$ cat src/include/fsic_consts.vh
`ifndef FSIC_CONSTS_VH
`define FSIC_CONSTS_VH

// Register addresses on the byte port
`define FSIC_ADDR_EN      8'hA8
`define FSIC_ADDR_IPL     8'hB8
`define FSIC_ADDR_PRH     8'hB7
`define FSIC_ADDR_STAT    8'hC0
`define FSIC_ADDR_CLR     8'hC1
`define FSIC_ADDR_MASK    8'hC2

// Bit-access decode: group field and bit field of the address
`define FSIC_GRP_MSB      7
`define FSIC_GRP_LSB      3
`define FSIC_BSEL_MSB     2

// Field layout shared by enable and priority registers
`define FSIC_NSRC         5
`define FSIC_SRC_MSB      4
`define FSIC_BIT_MASTER   7
`define FSIC_EN_KEEP      8'h9F
`define FSIC_PR_KEEP      8'h1F

// Source indices, also the polling order inside one level
`define FSIC_SRC_EXT0     3'h0
`define FSIC_SRC_TMR0     3'h1
`define FSIC_SRC_EXT1     3'h2
`define FSIC_SRC_TMR1     3'h3
`define FSIC_SRC_SER      3'h4

// Reset values and fillers
`define FSIC_RST_BYTE     8'h00
`define FSIC_RST_SRC      5'h00
`define FSIC_RST_ISV      4'h0
`define FSIC_RST_VEC      3'h0
`define FSIC_RST_LVL      2'h0
`define FSIC_ONE8         8'h01
`define FSIC_ONE4         4'h1
`define FSIC_PAD3         3'h0

// Priority levels
`define FSIC_NLVL         4
`define FSIC_LVL_MSB      3
`define FSIC_LVL_TOP      2'h3

`endif

$ cat src/rtl/fsic_sticky.v
`include "fsic_consts.vh"

// Bank of sticky flags; a set in the clearing cycle wins
module fsic_sticky #(
   parameter W = `FSIC_NSRC
) (
   input  wire         clock,
   input  wire         rst_n,
   input  wire [W-1:0] set,   // Hardware event, one cycle
   input  wire [W-1:0] clr,   // Software clear, one cycle
   output wire [W-1:0] q      // Flag state
);

   reg [W-1:0] flag_r;        // Flag storage

   genvar i;
   generate
      for (i = 0; i < W; i = i + 1) begin : g_flag
         // Each flag: set beats clear
         always @(posedge clock or negedge rst_n) begin
            if (!rst_n) begin
               flag_r[i] <= 1'b0;
            end else if (set[i]) begin
               flag_r[i] <= 1'b1;
            end else if (clr[i]) begin
               flag_r[i] <= 1'b0;
            end
         end
      end
   endgenerate

   assign q = flag_r;

endmodule

$ cat src/rtl/fsic_prio_sel.v
`include "fsic_consts.vh"

// Picks the pending source with the highest level, then by poll order
module fsic_prio_sel (
   input  wire [`FSIC_SRC_MSB:0] pend,     // Enabled pending sources
   input  wire [`FSIC_SRC_MSB:0] prio_hi,  // Upper level bits
   input  wire [`FSIC_SRC_MSB:0] prio_lo,  // Lower level bits
   output reg                    sel_vld,  // Some source pending
   output reg  [2:0]             sel_idx,  // Winning source
   output reg  [1:0]             sel_lvl   // Its level
);

   wire [1:0] lvl_w [0:`FSIC_SRC_MSB];     // Level per source

   genvar g;
   generate
      for (g = 0; g < `FSIC_NSRC; g = g + 1) begin : g_lvl
         // Upper bit from high register, lower from low register
         assign lvl_w[g] = {prio_hi[g], prio_lo[g]};
      end
   endgenerate

   integer i;
   // Scan from last to first poll slot; ties go to the earlier slot
   always @* begin
      sel_vld = 1'b0;
      sel_idx = `FSIC_RST_VEC;
      sel_lvl = `FSIC_RST_LVL;
      for (i = `FSIC_SRC_MSB; i >= 0; i = i - 1) begin
         if (pend[i] && (!sel_vld || lvl_w[i] >= sel_lvl)) begin
            sel_vld = 1'b1;
            sel_idx = i[2:0];
            sel_lvl = lvl_w[i];
         end
      end
   end

endmodule

$ cat src/rtl/fsic_top.v
// Strobed register access was left to the implementer.
`include "fsic_consts.vh"

// Function
// - Five request sources, each own vector
// - Source forwarded only while its enable set
// - Bit 7 master enable blocks every core request, not the event interrupt
// - Enable bits: serial, t1, x1, t0, x0
// - Level is high bit over low bit
// - Low priority bits share enable layout
// - Only strictly higher level preempts handler
// - Top level handler never preempted
// - Higher level presented first when simultaneous
// - Equal levels resolved by fixed polling
// - Reserved bits undefined; software writes zero
// - Enable register resets cleared, bit access
// - Low priority register resets cleared, bit access
module fsic_top (
   input  wire                   clock,      // Core clock
   input  wire                   rst_n,      // Asynchronous reset
   input  wire [7:0]             addr,       // Register address
   input  wire [7:0]             wdata,      // Write data
   input  wire                   wr_en,      // Write strobe
   input  wire                   rd_en,      // Read strobe
   input  wire                   bit_mode,   // Write touches one bit
   output wire [7:0]             rdata,      // Read data, next cycle
   input  wire [`FSIC_SRC_MSB:0] src_req,    // Peripheral requests
   output wire                   irq_req,    // Request to core
   output wire [2:0]             irq_vec,    // Vector index
   output wire [1:0]             irq_lvl,    // Level of request
   input  wire                   irq_ack,    // Core takes request
   input  wire                   irq_done,   // Handler returns
   output wire [`FSIC_LVL_MSB:0] in_service, // Levels in service
   output wire                   irq_out     // Event interrupt
);

   // Software-visible registers
   reg  [7:0]             en_r;       // Enable register
   reg  [7:0]             en_nxt;
   reg  [7:0]             ipl_r;      // Low priority bits
   reg  [7:0]             ipl_nxt;
   reg  [7:0]             prh_r;      // High priority bits
   reg  [7:0]             prh_nxt;
   reg  [`FSIC_SRC_MSB:0] mask_r;     // Event interrupt enables
   reg  [7:0]             rdata_r;    // Read data holder
   reg  [7:0]             rdata_nxt;

   // Core-facing state
   reg  [`FSIC_LVL_MSB:0] isv_r;      // One bit per active level
   reg  [`FSIC_LVL_MSB:0] isv_nxt;
   reg                    req_r;      // Presented request
   reg                    req_nxt;
   reg  [2:0]             vec_r;      // Presented vector
   reg  [2:0]             vec_nxt;
   reg  [1:0]             lvl_r;      // Presented level
   reg  [1:0]             lvl_nxt;
   reg  [`FSIC_SRC_MSB:0] src_prev_r; // Requests one cycle ago

   // Decode and selection wires
   wire                   grp_en;     // Bit write hits enables
   wire                   grp_ipl;    // Bit write hits low priority bits
   wire [2:0]             bsel;       // Selected bit
   wire                   wr_enr;     // Enable register write
   wire                   wr_ipl;     // Low priority write
   wire                   wr_prh;     // High priority write

   // Bit-accessible addresses held as sized constants so fields can be sliced
   localparam [7:0]       en_addr  = `FSIC_ADDR_EN;
   localparam [7:0]       ipl_addr = `FSIC_ADDR_IPL;
   wire                   wr_clr;     // Status clear write
   wire                   wr_mask;    // Mask write
   wire [`FSIC_SRC_MSB:0] src_en;     // Individual enables
   wire                   master_irq_enable;
   wire [`FSIC_SRC_MSB:0] pend;       // Forwardable sources
   wire                   sel_vld;    // Selector found one
   wire [2:0]             sel_idx;    // Selector winner
   wire [1:0]             sel_lvl;    // Selector level
   wire [`FSIC_SRC_MSB:0] evt;        // Request rising edges
   wire [`FSIC_SRC_MSB:0] clr_bits;   // Status clears
   wire [`FSIC_SRC_MSB:0] stat;       // Sticky status
   reg                    act_any;    // Some level in service
   reg  [1:0]             act_lvl;    // Highest level in service
   reg  [`FSIC_LVL_MSB:0] top_bit;    // One-hot of active level
   reg                    take;       // Ack of presented request

   // Merge a byte or a single-bit write into a register image
   function [7:0] fsic_merge;
      input [7:0] cur;
      input [7:0] keep;
      input       bm;
      input [2:0] bs;
      input [7:0] wd;
      reg   [7:0] onehot;
      begin
         onehot = `FSIC_ONE8 << bs;
         if (bm) begin
            fsic_merge = ((cur & ~onehot) | (wd[0] ? onehot : `FSIC_RST_BYTE)) & keep;
         end else begin
            fsic_merge = wd & keep;
         end
      end
   endfunction

   // Bit-access group and bit select
   assign grp_en  = (addr[`FSIC_GRP_MSB:`FSIC_GRP_LSB] ==
                     en_addr[`FSIC_GRP_MSB:`FSIC_GRP_LSB]);
   assign grp_ipl = (addr[`FSIC_GRP_MSB:`FSIC_GRP_LSB] ==
                     ipl_addr[`FSIC_GRP_MSB:`FSIC_GRP_LSB]);
   assign bsel    = addr[`FSIC_BSEL_MSB:0];

   // Write decode: byte writes by address, bit writes by group
   assign wr_enr  = wr_en && (bit_mode ? grp_en : (addr == `FSIC_ADDR_EN));
   assign wr_ipl  = wr_en && (bit_mode ? grp_ipl : (addr == `FSIC_ADDR_IPL));
   assign wr_prh  = wr_en && !bit_mode && (addr == `FSIC_ADDR_PRH);
   assign wr_clr  = wr_en && !bit_mode && (addr == `FSIC_ADDR_CLR);
   assign wr_mask = wr_en && !bit_mode && (addr == `FSIC_ADDR_MASK);

   // Next register images; reserved bits are never stored
   always @* begin
      en_nxt  = en_r;
      ipl_nxt = ipl_r;
      prh_nxt = prh_r;
      if (wr_enr) begin
         // Only master and five source bits are kept
         en_nxt = fsic_merge(en_r, `FSIC_EN_KEEP, bit_mode, bsel, wdata);
      end
      if (wr_ipl) begin
         // Only the five source bits are kept
         ipl_nxt = fsic_merge(ipl_r, `FSIC_PR_KEEP, bit_mode, bsel, wdata);
      end
      if (wr_prh) begin
         // Same layout as the low priority bits
         prh_nxt = fsic_merge(prh_r, `FSIC_PR_KEEP, 1'b0, bsel, wdata);
      end
   end

   // Register storage, cleared by reset
   always @(posedge clock or negedge rst_n) begin
      if (!rst_n) begin
         en_r   <= `FSIC_RST_BYTE;
         ipl_r  <= `FSIC_RST_BYTE;
         prh_r  <= `FSIC_RST_BYTE;
         mask_r <= `FSIC_RST_SRC;
      end else begin
         en_r  <= en_nxt;
         ipl_r <= ipl_nxt;
         prh_r <= prh_nxt;
         if (wr_mask) begin
            // Event interrupt enables
            mask_r <= wdata[`FSIC_SRC_MSB:0];
         end
      end
   end

   // Read mux; reserved and unmapped read as zero
   always @* begin
      rdata_nxt = `FSIC_RST_BYTE;
      case (addr)
         `FSIC_ADDR_EN: begin
            rdata_nxt = en_r;
         end
         `FSIC_ADDR_IPL: begin
            rdata_nxt = ipl_r;
         end
         `FSIC_ADDR_PRH: begin
            rdata_nxt = prh_r;
         end
         `FSIC_ADDR_STAT: begin
            rdata_nxt = {`FSIC_PAD3, stat};
         end
         `FSIC_ADDR_MASK: begin
            rdata_nxt = {`FSIC_PAD3, mask_r};
         end
         default: begin
            rdata_nxt = `FSIC_RST_BYTE;
         end
      endcase
   end

   // Read data stand for exactly the cycle after the strobe
   always @(posedge clock or negedge rst_n) begin
      if (!rst_n) begin
         rdata_r <= `FSIC_RST_BYTE;
      end else if (rd_en) begin
         rdata_r <= rdata_nxt;
      end else begin
         rdata_r <= `FSIC_RST_BYTE;
      end
   end

   assign rdata = rdata_r;

   // Enable fields: five sources in the low bits, master on top
   assign src_en            = en_r[`FSIC_SRC_MSB:0];
   assign master_irq_enable = en_r[`FSIC_BIT_MASTER];

   // A source is forwardable only with both enables set
   assign pend = src_req & src_en & {`FSIC_NSRC{master_irq_enable}};

   // Level and poll-order arbitration over the five sources
   fsic_prio_sel u_sel (
      .pend    (pend),
      .prio_hi (prh_r[`FSIC_SRC_MSB:0]),
      .prio_lo (ipl_r[`FSIC_SRC_MSB:0]),
      .sel_vld (sel_vld),
      .sel_idx (sel_idx),
      .sel_lvl (sel_lvl)
   );

   // Core takes the request presented in this cycle
   always @* begin
      take = irq_ack && req_r;
   end

   // In-service update: return pops the top level, ack pushes a level
   always @* begin
      top_bit = `FSIC_RST_ISV;
      if (isv_r[3]) begin
         top_bit = `FSIC_ONE4 << 3;
      end else if (isv_r[2]) begin
         top_bit = `FSIC_ONE4 << 2;
      end else if (isv_r[1]) begin
         top_bit = `FSIC_ONE4 << 1;
      end else if (isv_r[0]) begin
         top_bit = `FSIC_ONE4;
      end
      isv_nxt = isv_r;
      if (irq_done) begin
         // Return ends the innermost handler
         isv_nxt = isv_nxt & ~top_bit;
      end
      if (take) begin
         // Accepted request opens a handler at its level
         isv_nxt = isv_nxt | (`FSIC_ONE4 << lvl_r);
      end
   end

   // Highest level still in service after this cycle
   always @* begin
      act_any = |isv_nxt;
      act_lvl = `FSIC_RST_LVL;
      if (isv_nxt[3]) begin
         act_lvl = 2'h3;
      end else if (isv_nxt[2]) begin
         act_lvl = 2'h2;
      end else if (isv_nxt[1]) begin
         act_lvl = 2'h1;
      end
   end

   // Present a request only if it outranks every running handler
   always @* begin
      req_nxt = 1'b0;
      vec_nxt = vec_r;
      lvl_nxt = lvl_r;
      if (sel_vld) begin
         vec_nxt = sel_idx;
         lvl_nxt = sel_lvl;
         if (!act_any) begin
            // Idle core takes any winner
            req_nxt = 1'b1;
         end else if (act_lvl == `FSIC_LVL_TOP) begin
            // Top level handler is never interrupted
            req_nxt = 1'b0;
         end else begin
            // Strictly higher level preempts, equal or lower waits
            req_nxt = (sel_lvl > act_lvl);
         end
      end
   end

   // Core-facing state registers
   always @(posedge clock or negedge rst_n) begin
      if (!rst_n) begin
         isv_r <= `FSIC_RST_ISV;
         req_r <= 1'b0;
         vec_r <= `FSIC_RST_VEC;
         lvl_r <= `FSIC_RST_LVL;
      end else begin
         isv_r <= isv_nxt;
         req_r <= req_nxt;
         vec_r <= vec_nxt;
         lvl_r <= lvl_nxt;
      end
   end

   assign irq_req    = req_r;
   assign irq_vec    = vec_r;
   assign irq_lvl    = lvl_r;
   assign in_service = isv_r;

   // Previous request levels for edge detection
   always @(posedge clock or negedge rst_n) begin
      if (!rst_n) begin
         src_prev_r <= `FSIC_RST_SRC;
      end else begin
         src_prev_r <= src_req;
      end
   end

   // Each new request raises its status event
   assign evt      = src_req & ~src_prev_r;
   assign clr_bits = wr_clr ? wdata[`FSIC_SRC_MSB:0] : `FSIC_RST_SRC;

   // Sticky status per source; an event beats a clear
   fsic_sticky #(
      .W (`FSIC_NSRC)
   ) u_stat (
      .clock (clock),
      .rst_n (rst_n),
      .set   (evt),
      .clr   (clr_bits),
      .q     (stat)
   );

   // Level interrupt while any enabled status bit stands
   assign irq_out = |(stat & mask_r);

endmodule

$ cat config.mk
export PLATFORM = sky130hd
export DESIGN_NAME = fsic_top
export DESIGN_NICKNAME = d
export VERILOG_FILES = /design/src/rtl/fsic_sticky.v /design/src/rtl/fsic_prio_sel.v /design/src/rtl/fsic_top.v
export VERILOG_INCLUDE_DIRS = /design/src /design/src/include
export SDC_FILE = /design/constraint.sdc
export NUM_CORES = 1
export LEC_CHECK = 0
export BUFFER_PORTS_ARGS = -buffer_cell sky130_fd_sc_hd__buf_2
export CAP_MARGIN = 20
export CORE_MARGIN = 2
export CORE_UTILIZATION = 30
export DETAILED_ROUTE_END_ITERATION = 16
export GPL_TIMING_DRIVEN = 0
export PLACE_DENSITY = 0.48
export REMOVE_ABC_BUFFERS = 1
export SLEW_MARGIN = 20
export SYNTH_ARGS = -nofsm -noshare
export SYNTH_HDL_FRONTEND = slang
export SYNTH_SLANG_ARGS = --single-unit
$ cat constraint.sdc
create_clock -name clock -period 9.27 [get_ports clock]
set_input_delay 0 -clock clock [delete_from_list [all_inputs] [get_ports clock]]
set_output_delay 0 -clock clock [all_outputs]
set_load 0.005 [all_outputs]
# After elaboration in Yosys (flattened, before gate mapping)
# Index checks and enable logic that the tools add are counted.
# word_totals
regBits	51
word_cells	116
inputBits	28
output_inout_bits	19
# op_classes
muxes	45
order_cmp	5
shift	2
n_reduce_logical	27
eq_ne	9
bitwise	13
# op_table
cell	count
$eq A8 B8 Y1 const B	6
$pmux W8 S5	1
$and A5 B5 Y5	5
$mux W8	3
$mux W1	22
$mux W3	6
$mux W2	8
$mux W4	3
$logic_and A1 B1 Y1	11
$eq A5 B5 Y1 const B	2
$mux W5	2
$reduce_bool A2 Y1	5
$and A8 B8 Y8	1
$ge A2 B2 Y1	4
$not A8 Y8	1
$or A8 B8 Y8	1
$shl A1 B3 Y8 const A	1
$logic_not A1 Y1	5
$not A5 Y5	1
$or A5 B5 Y5	1
$reduce_or A5 Y1	1
$and A4 B4 Y4	1
$logic_or A1 B1 Y1	4
$not A4 Y4	1
5 further kinds	5

# Depth between registers and ports, before layout
# Gate-level depths: netlist of run 1.
# logic_depth
depth_word	23
depth_mapped	31
ltp_nobuf	30

# By module
# A second synthesis of run 1 with hierarchy kept.
# unflattened
cells_unflattened	289
hier_area_um2	2901.5
# by_module_without_submodules
mod	cells_each	area_each_um2	instances	seq_area_each_um2
fsic_top	210	2248.4	1	1051.0
fsic_prio_sel	64	471.7	1	0.0
fsic_sticky	15	181.4	1	125.1

# Worst setup path after synthesis of run 1
# Ideal clock, no wire load.
# synth_path
kind	register -> register
start	register with a tool-made name
end	register req_r, in the netlist irq_req
path_buffers	1
setup_slack_ns	3.586
setup_ns	0.136
t_required_ns	9.134
period_less_slack_ns	5.684
stages_incl_launch_ff	31
t_arrival_ns	5.548
path_cell_list	dfrtp_1 -> clkbuf_1 -> nand3_1 -> nor2_1 -> ha_1 -> nand2b_1 -> a211oi_1 -> o22ai_1 -> and2_1 -> ha_1 -> nand2b_1 -> a211oi_2 -> nor2_1 -> o211ai_2 -> inv_1 -> ha_1 -> nand2b_1 -> a221oi_2 -> nor2_2 -> o21ai_0 -> ha_1 -> nand2b_1 -> a21oi_1 -> a21o_1 -> nand2b_4 -> o21ai_0 -> ha_1 -> nor2b_1 -> o21ai_0 -> o41a_1 -> nor3_2
# synth_lines
item	line_no	rtl
end signal, assigned	fsic_top.v:281	req_r <= req_nxt;
end, declared	fsic_top.v:51	reg req_r;

==> impl_metrics.tcl, run 1 <==
set metrics [dict create \
    run_status "complete, no violations" \
    post_synth_main_area_contributors "dfrtp_1 (42%), mux2_2 (6.0%), ha_1 (4.5%)" \
    clkPwrFrac_pct 33.2 \
    grt_pass1_wl_mm 11.9 \
    placementRows 35 \
    layout_min_cycle_time_ns 6.39 \
    syn2layout_area_growth_pct 17.1 \
    max_clock_freq_ghz 0.157 \
    min_from "wdata[3]" \
    p_comb_share_pct 10.4 \
    finalSetupTns_ns 0 \
    cts-htree-levels 2 \
    die_area_sq_um 10100 \
    fp.dieH_microns 101 \
    layout_setup_ws_ns 2.88 \
    yosys_warnings 0 \
    power_frac_seq_pct 56.4 \
    synth_area_leader_cell "dfrtp_1" \
    maxSlewHeadroom_pct 60.3 \
    nNetsFinal 366 \
    ctsResizeCount 0 \
    cts_max_path_buffers 2 \
    dr.pass1.iters 5 \
    vias 2286 \
    arrival_ns 6.56 \
    path_common_cell "ha_1" \
    viasPerCell 5.20 \
    initial_utilization_pct 30.6 \
    cts_tree "done" \
    drc_errors 0 \
    cts_made_buffers 5 \
    first_global_vias 2227 \
    post-place-ws_ns 2.87 \
    antenna_found_initial 0 \
    fp.coreArea_sq_um 9150 \
    hpwl_mm 5.55 \
    cp-start-kind "flop" \
    hold_buffers 9 \
    drt-wirelength-per-cell_microns 16.6 \
    cts_root_buffer "clkbuf_8" \
    cts.sinks 47 \
    p_leak_nw 1.50 \
    worstSkewPairLatency_ns 0.30 \
    cp_slowest_cell "dfrtp_1" \
    final-max-slew-violation-count 0 \
    synth_top_area_share_pct 42.0 \
    clk_pin_slew_ns 0.09 \
    die-width_microns 101 \
    ys_seq_area_share_pct 42.0 \
    synth_cell_types 60 \
    portBuffers 42 \
    crit_family "compound AO/OA/AOI/OAI gates" \
    hold_viol 0 \
    rsz0062_at_grt "no" \
    grt_max_degree 48 \
    wl_mm 7.29 \
    syn_area_per_cell_sq_um 10.1 \
    post_cts.repair.setup_buffers 0 \
    critPathBufInv 1 \
    diodes 0 \
    grt_usage_pct 15.3 \
    synth-async-reset-ratio_pct 100 \
    finalSetupViolations 0 \
    synth-main-ff-cell "dfrtp_1" \
    fin_crit_sh_pct 68.9 \
    hp-class "in2reg" \
    ant_nets 0 \
    boundaryPins 47 \
    num-fill-cells 949 \
    ys_ff_latch 47 \
    drtIter0Drc 67 \
    globalplace.congestion 0.782 \
    cap_violations 0 \
    fin_skew_ns 0.0131 \
    power.switching_mw 0.102 \
    ir_drop_v 0.0000569 \
    tightest_slew_ns 0.595 \
    synth_edf_count 0 \
    slowest_delay_ns 0.67 \
    drive_gt1_share_pct 25.8 \
    grt_overflow_total 0 \
    p_per_area_nw_per_um2 116 \
    cp.required_ns 9.45 \
    p_int_mw 0.278 \
    p_sw_share_pct 26.9 \
    critical_path_class "reg2reg" \
    syn-cell-area_sq_um 2800 \
    synth_cells 278 \
    crit_fanout 14 \
    endpoint_kind "flop" \
]
final timing paths:
| kind | depth (start not counted) | endpoint | slack [ns] |
|---|---|---|---|
| setup / recovery | 29 | irq_req | 2.88 |
| hold / removal | 2 | mask_r[3] | 0.0004 |
| setup reg to reg | 29 | irq_req | 2.88 |
| hold reg to reg | 2 | irq_vec[1] | 0.49 |
| max in group asynchronous | 2 | async pin | 8.60 |
| min in group asynchronous | 2 | in_service[1] | 0.24 |
layer usage:
layer | wire length, microns | track usage, % | up-vias | part of all wire (%)
met2 | 3370 | 23.6 | 53 | 46
met3 | 247 | 2.57 | 4 | 3.4
met5 | 0 | 0 | - | 0
li1 | - | - | 1121 | -
met4 | 71 | 3.48 | 0 | 0.97
met1 | 3600 | 22.3 | 1108 | 49
kinds of logic after synthesis:
family	Yosys count	share of synthesized area [%]
flops	47	42.0
buf+inv	26	4.24
mux	19	7.46
other cells	1	0.134
fa+ha+maj	10	4.46
simple gates	98	20.7
compound gates	77	21.1
placed cells by master (no fill, tap or decap), types with 6 or more instances in the layout:
cell / synthesis / final
nand3_1: 10 / 10
mux2_2: 15 / 15
ha_1: 10 / 10
nand2_1: 33 / 33
a22o_1: 6 / 6
nor2_1: 11 / 11
buf_2: 1 / 41
inv_1: 17 / 17
a22oi_1: 12 / 12
a21oi_1: 7 / 7
dlygate4sd3_1: 0 / 9
a31oi_1: 7 / 7
dfrtp_1: 47 / 47
o22ai_1: 7 / 7
nand2b_1: 10 / 10
o21ai_0: 12 / 12
area by class of cell:
class | count | area (sq um) | share of cell area (%)
Clock buffer | 5 | 68.8 | 2.10
Clock inverter | 3 | 20.0 | 0.610
Inverter | 17 | 63.8 | 1.94
Multi-Input combinational cell | 206 | 1510 | 46.1
Sequential cell | 47 | 1180 | 35.8
Tap cell | 111 | 139 | 4.23
Timing Repair Buffer | 51 | 303 | 9.23
power by group through the flow:
stage,logic [mW],clock network [mW],registers (mW)
2_1_floorplan,0.0159,0,0.217
3_3_place_gp,0.0363,0,0.219
3_5_place_dp,0.0369,0,0.219
4_1_cts,0.0400,0.131,0.215
5_1_grt,0.0445,0.139,0.215
6_report,0.0394,0.126,0.215
stage by stage:
step	util, %	area, sq um	hold slack, ns	cells	total power, mW
2_1_floorplan	-	2750	-0.296	270	0.233
3_3_place_gp	33.9	3100	0.174	423	0.255
3_5_place_dp	33.9	3100	0.175	423	0.256
4_1_cts	35.8	3280	0.00520	440	0.386
5_1_grt	35.9	3280	0.00731	440	0.399
6_report	35.9	3280	0.000409	440	0.380
Yosys cell counts, drive strengths merged (3+ instances only):
cell and count:
a211oi 4, a21oi 7, a22o 6, a22oi 13
a31oi 7, and2 3, and3 3, buf 5
clkbuf 4, dfrtp 47, ha 10, inv 17
mux2 15, mux2i 4, nand2 33, nand2b 11
nand3 11, nand4 3, nand4b 3, nor2 12
nor2b 3, nor3 7, o211ai 3, o21ai 15
o22ai 7
No activity file was read; power rests on OpenSTA's default activity.
==> run 2: changes to the inputs <==
--- a/config.mk
+++ b/config.mk
@@ -12,7 +12,7 @@
 export CORE_UTILIZATION = 30
 export DETAILED_ROUTE_END_ITERATION = 16
 export GPL_TIMING_DRIVEN = 0
-export PLACE_DENSITY = 0.48
+export PLACE_DENSITY = 0.5
 export REMOVE_ABC_BUFFERS = 1
 export SLEW_MARGIN = 20
 export SYNTH_ARGS = -nofsm -noshare
==> constraint.sdc (replaced) <==
create_clock -name clock -period 5.6 [get_ports clock]
set_input_delay 0 -clock clock [delete_from_list [all_inputs] [get_ports clock]]
set_output_delay 0 -clock clock [all_outputs]
set_load 0.005 [all_outputs]
==> run 2 against run 1 <==
Against the previous run: worst hold slack better by 0.017 ns; routed wire length is 2.5% higher; maximum frequency is 19% higher; critical path type unchanged; critical endpoint unchanged; largest cell class unchanged; highest routed layer unchanged.
==> impl_metrics.tcl, run 2 (synthesized netlist as in run 1, its figures left out) <==
set metrics [dict create \
    finalPower_mw 0.662 \
    endpoint_kind "flop" \
    critPathBufInv 3 \
    cp_slowest_cell "dfrtp_2" \
    max_clock_freq_ghz 0.186 \
    syn2layout_area_growth_pct 29.8 \
    grt_pass1_wl_mm 11.9 \
    wl_mm 7.47 \
    cap_violations 0 \
    cts_tree "done" \
    arrival_ns 5.54 \
    p_per_area_nw_per_um2 182 \
    final_cell_mix "dfrtp_1 (45), buf_2 (41), nand2_1 (33)" \
    rsz0062_at_grt "yes" \
    grt_overflow_total 0 \
    fin_skew_ns 0.00764 \
    hp-class "in2reg" \
    boundaryPins 47 \
    ant_nets 0 \
    cts.sinks 47 \
    grt_max_degree 48 \
    mostFrequentLayoutCell "dfrtp_1" \
    portBuffers 42 \
    finalSetupViolations 0 \
    drtIter0Drc 91 \
    final-max-slew-violation-count 0 \
    viasPerCell 5.13 \
    dr.pass1.iters 4 \
    fin_crit_sh_pct 95.8 \
    ir_drop_v 0.0000899 \
    placementRows 35 \
    final_util_pct 39.8 \
    path_common_cell "ha_1" \
    antenna_found_initial 0 \
    hpwl_mm 5.38 \
    drt-wirelength-per-cell_microns 16.2 \
    clk_pin_slew_ns 0.09 \
    critical_path_class "reg2reg" \
    cts-htree-levels 2 \
    maxSlewHeadroom_pct 59.0 \
    post-place-ws_ns -0.785 \
    regToRegSetupSlack_ns 0.23 \
    layout_setup_ws_ns 0.233 \
    crit_fanout 7 \
    nNetsFinal 386 \
    fp.coreArea_sq_um 9150 \
    cp-start-kind "flop" \
    initial_utilization_pct 30.6 \
    cp.required_ns 5.77 \
    run_status "complete, no violations" \
    drive_gt1_share_pct 36.1 \
    p_leak_nw 1.72 \
    die_area_sq_um 10100 \
    tightest_slew_ns 0.615 \
    vias 2360 \
    fp.dieH_microns 101 \
    slowest_delay_ns 0.42 \
    diodes 0 \
    grt_usage_pct 15.3 \
    drc_errors 0 \
    hold_viol 0 \
    globalplace.congestion 0.823 \
    cts_made_buffers 5 \
    crit_family "compound AO/OA/AOI/OAI gates" \
    cts_root_buffer "clkbuf_8" \
    worstSkewPairLatency_ns 0.31 \
    layout_min_cycle_time_ns 5.37 \
    die-width_microns 101 \
    cts_max_path_buffers 2 \
    first_global_vias 2330 \
]
==> run 2: where the power goes <==
group | total, mW | leakage (nW) | switching (mW) | internal (mW)
combinational | 0.0734 | 1.06 | 0.0424 | 0.0310
sequential | 0.355 | 0.608 | 0.00820 | 0.347
clock | 0.233 | 0.0505 | 0.121 | 0.113
total | 0.662 | 1.72 | 0.171 | 0.491
==> run 2: final cells by class <==
cell class	instances	area (sq um)
clock buffers	7	96.3
clock inverters	1	7.51
fillers	927	5510
inverters	17	63.8
multi-input cells	206	1690
flip-flops and latches	47	1180
well taps	111	139
repair buffers	71	468
==> run 2: path summary, 6_finish.rpt <==
check | startpoint | endpoint | depth (start not counted)
setup / recovery | flop | irq_req | 30
hold / removal | wdata[3] | mask_r[3] | 2
setup reg to reg | flop | irq_req | 30
hold reg to reg | irq_vec[1] | irq_vec[1] | 2
max in group asynchronous | rst_n | async pin | 2
min in group asynchronous | rst_n | in_service[0] | 2
==> run 2: what timing repair did <==
item	4_1_cts	5_1_grt
endpoints found under the setup margin	2	1
buffers inserted	8	12
endpoints found under the hold margin	62	0
hold buffers	9	0
pin swaps	6	18
resized for setup	10	25
==> run 2: metal layers <==
metal | vias up | part of all wire [%] | GRT usage, %
met5 | - | 0 | 0
met1 | 1142 | 47 | 21.5
li1 | 1163 | - | -
met3 | 5 | 3.2 | 2.70
met2 | 50 | 49 | 24.3
met4 | 0 | 0.98 | 4.21
==> run 2: stage by stage <==
stage / TNS, ns / cell area, sq um / hold slack, ns / std cells
floorplan: 0 / 2750 / -0.296 / 270
global placement: -0.736 / 3100 / 0.167 / 423
detailed placement: -0.809 / 3100 / 0.168 / 423
CTS: 0 / 3380 / 0.0102 / 448
global route: -0.0739 / 3640 / 0.0157 / 460
finish: 0 / 3640 / 0.0170 / 460
==> run 2: worst register-to-register path, delay by kind of cell, from the launching register on <==
family,cells,cell delay [ns]
buffers and inverters,3,0.35
and+or+nand+nor,10,1.21
adders and majority gates,5,1.39
AOI/OAI and AO/OA,12,1.88
DFF,1,0.42
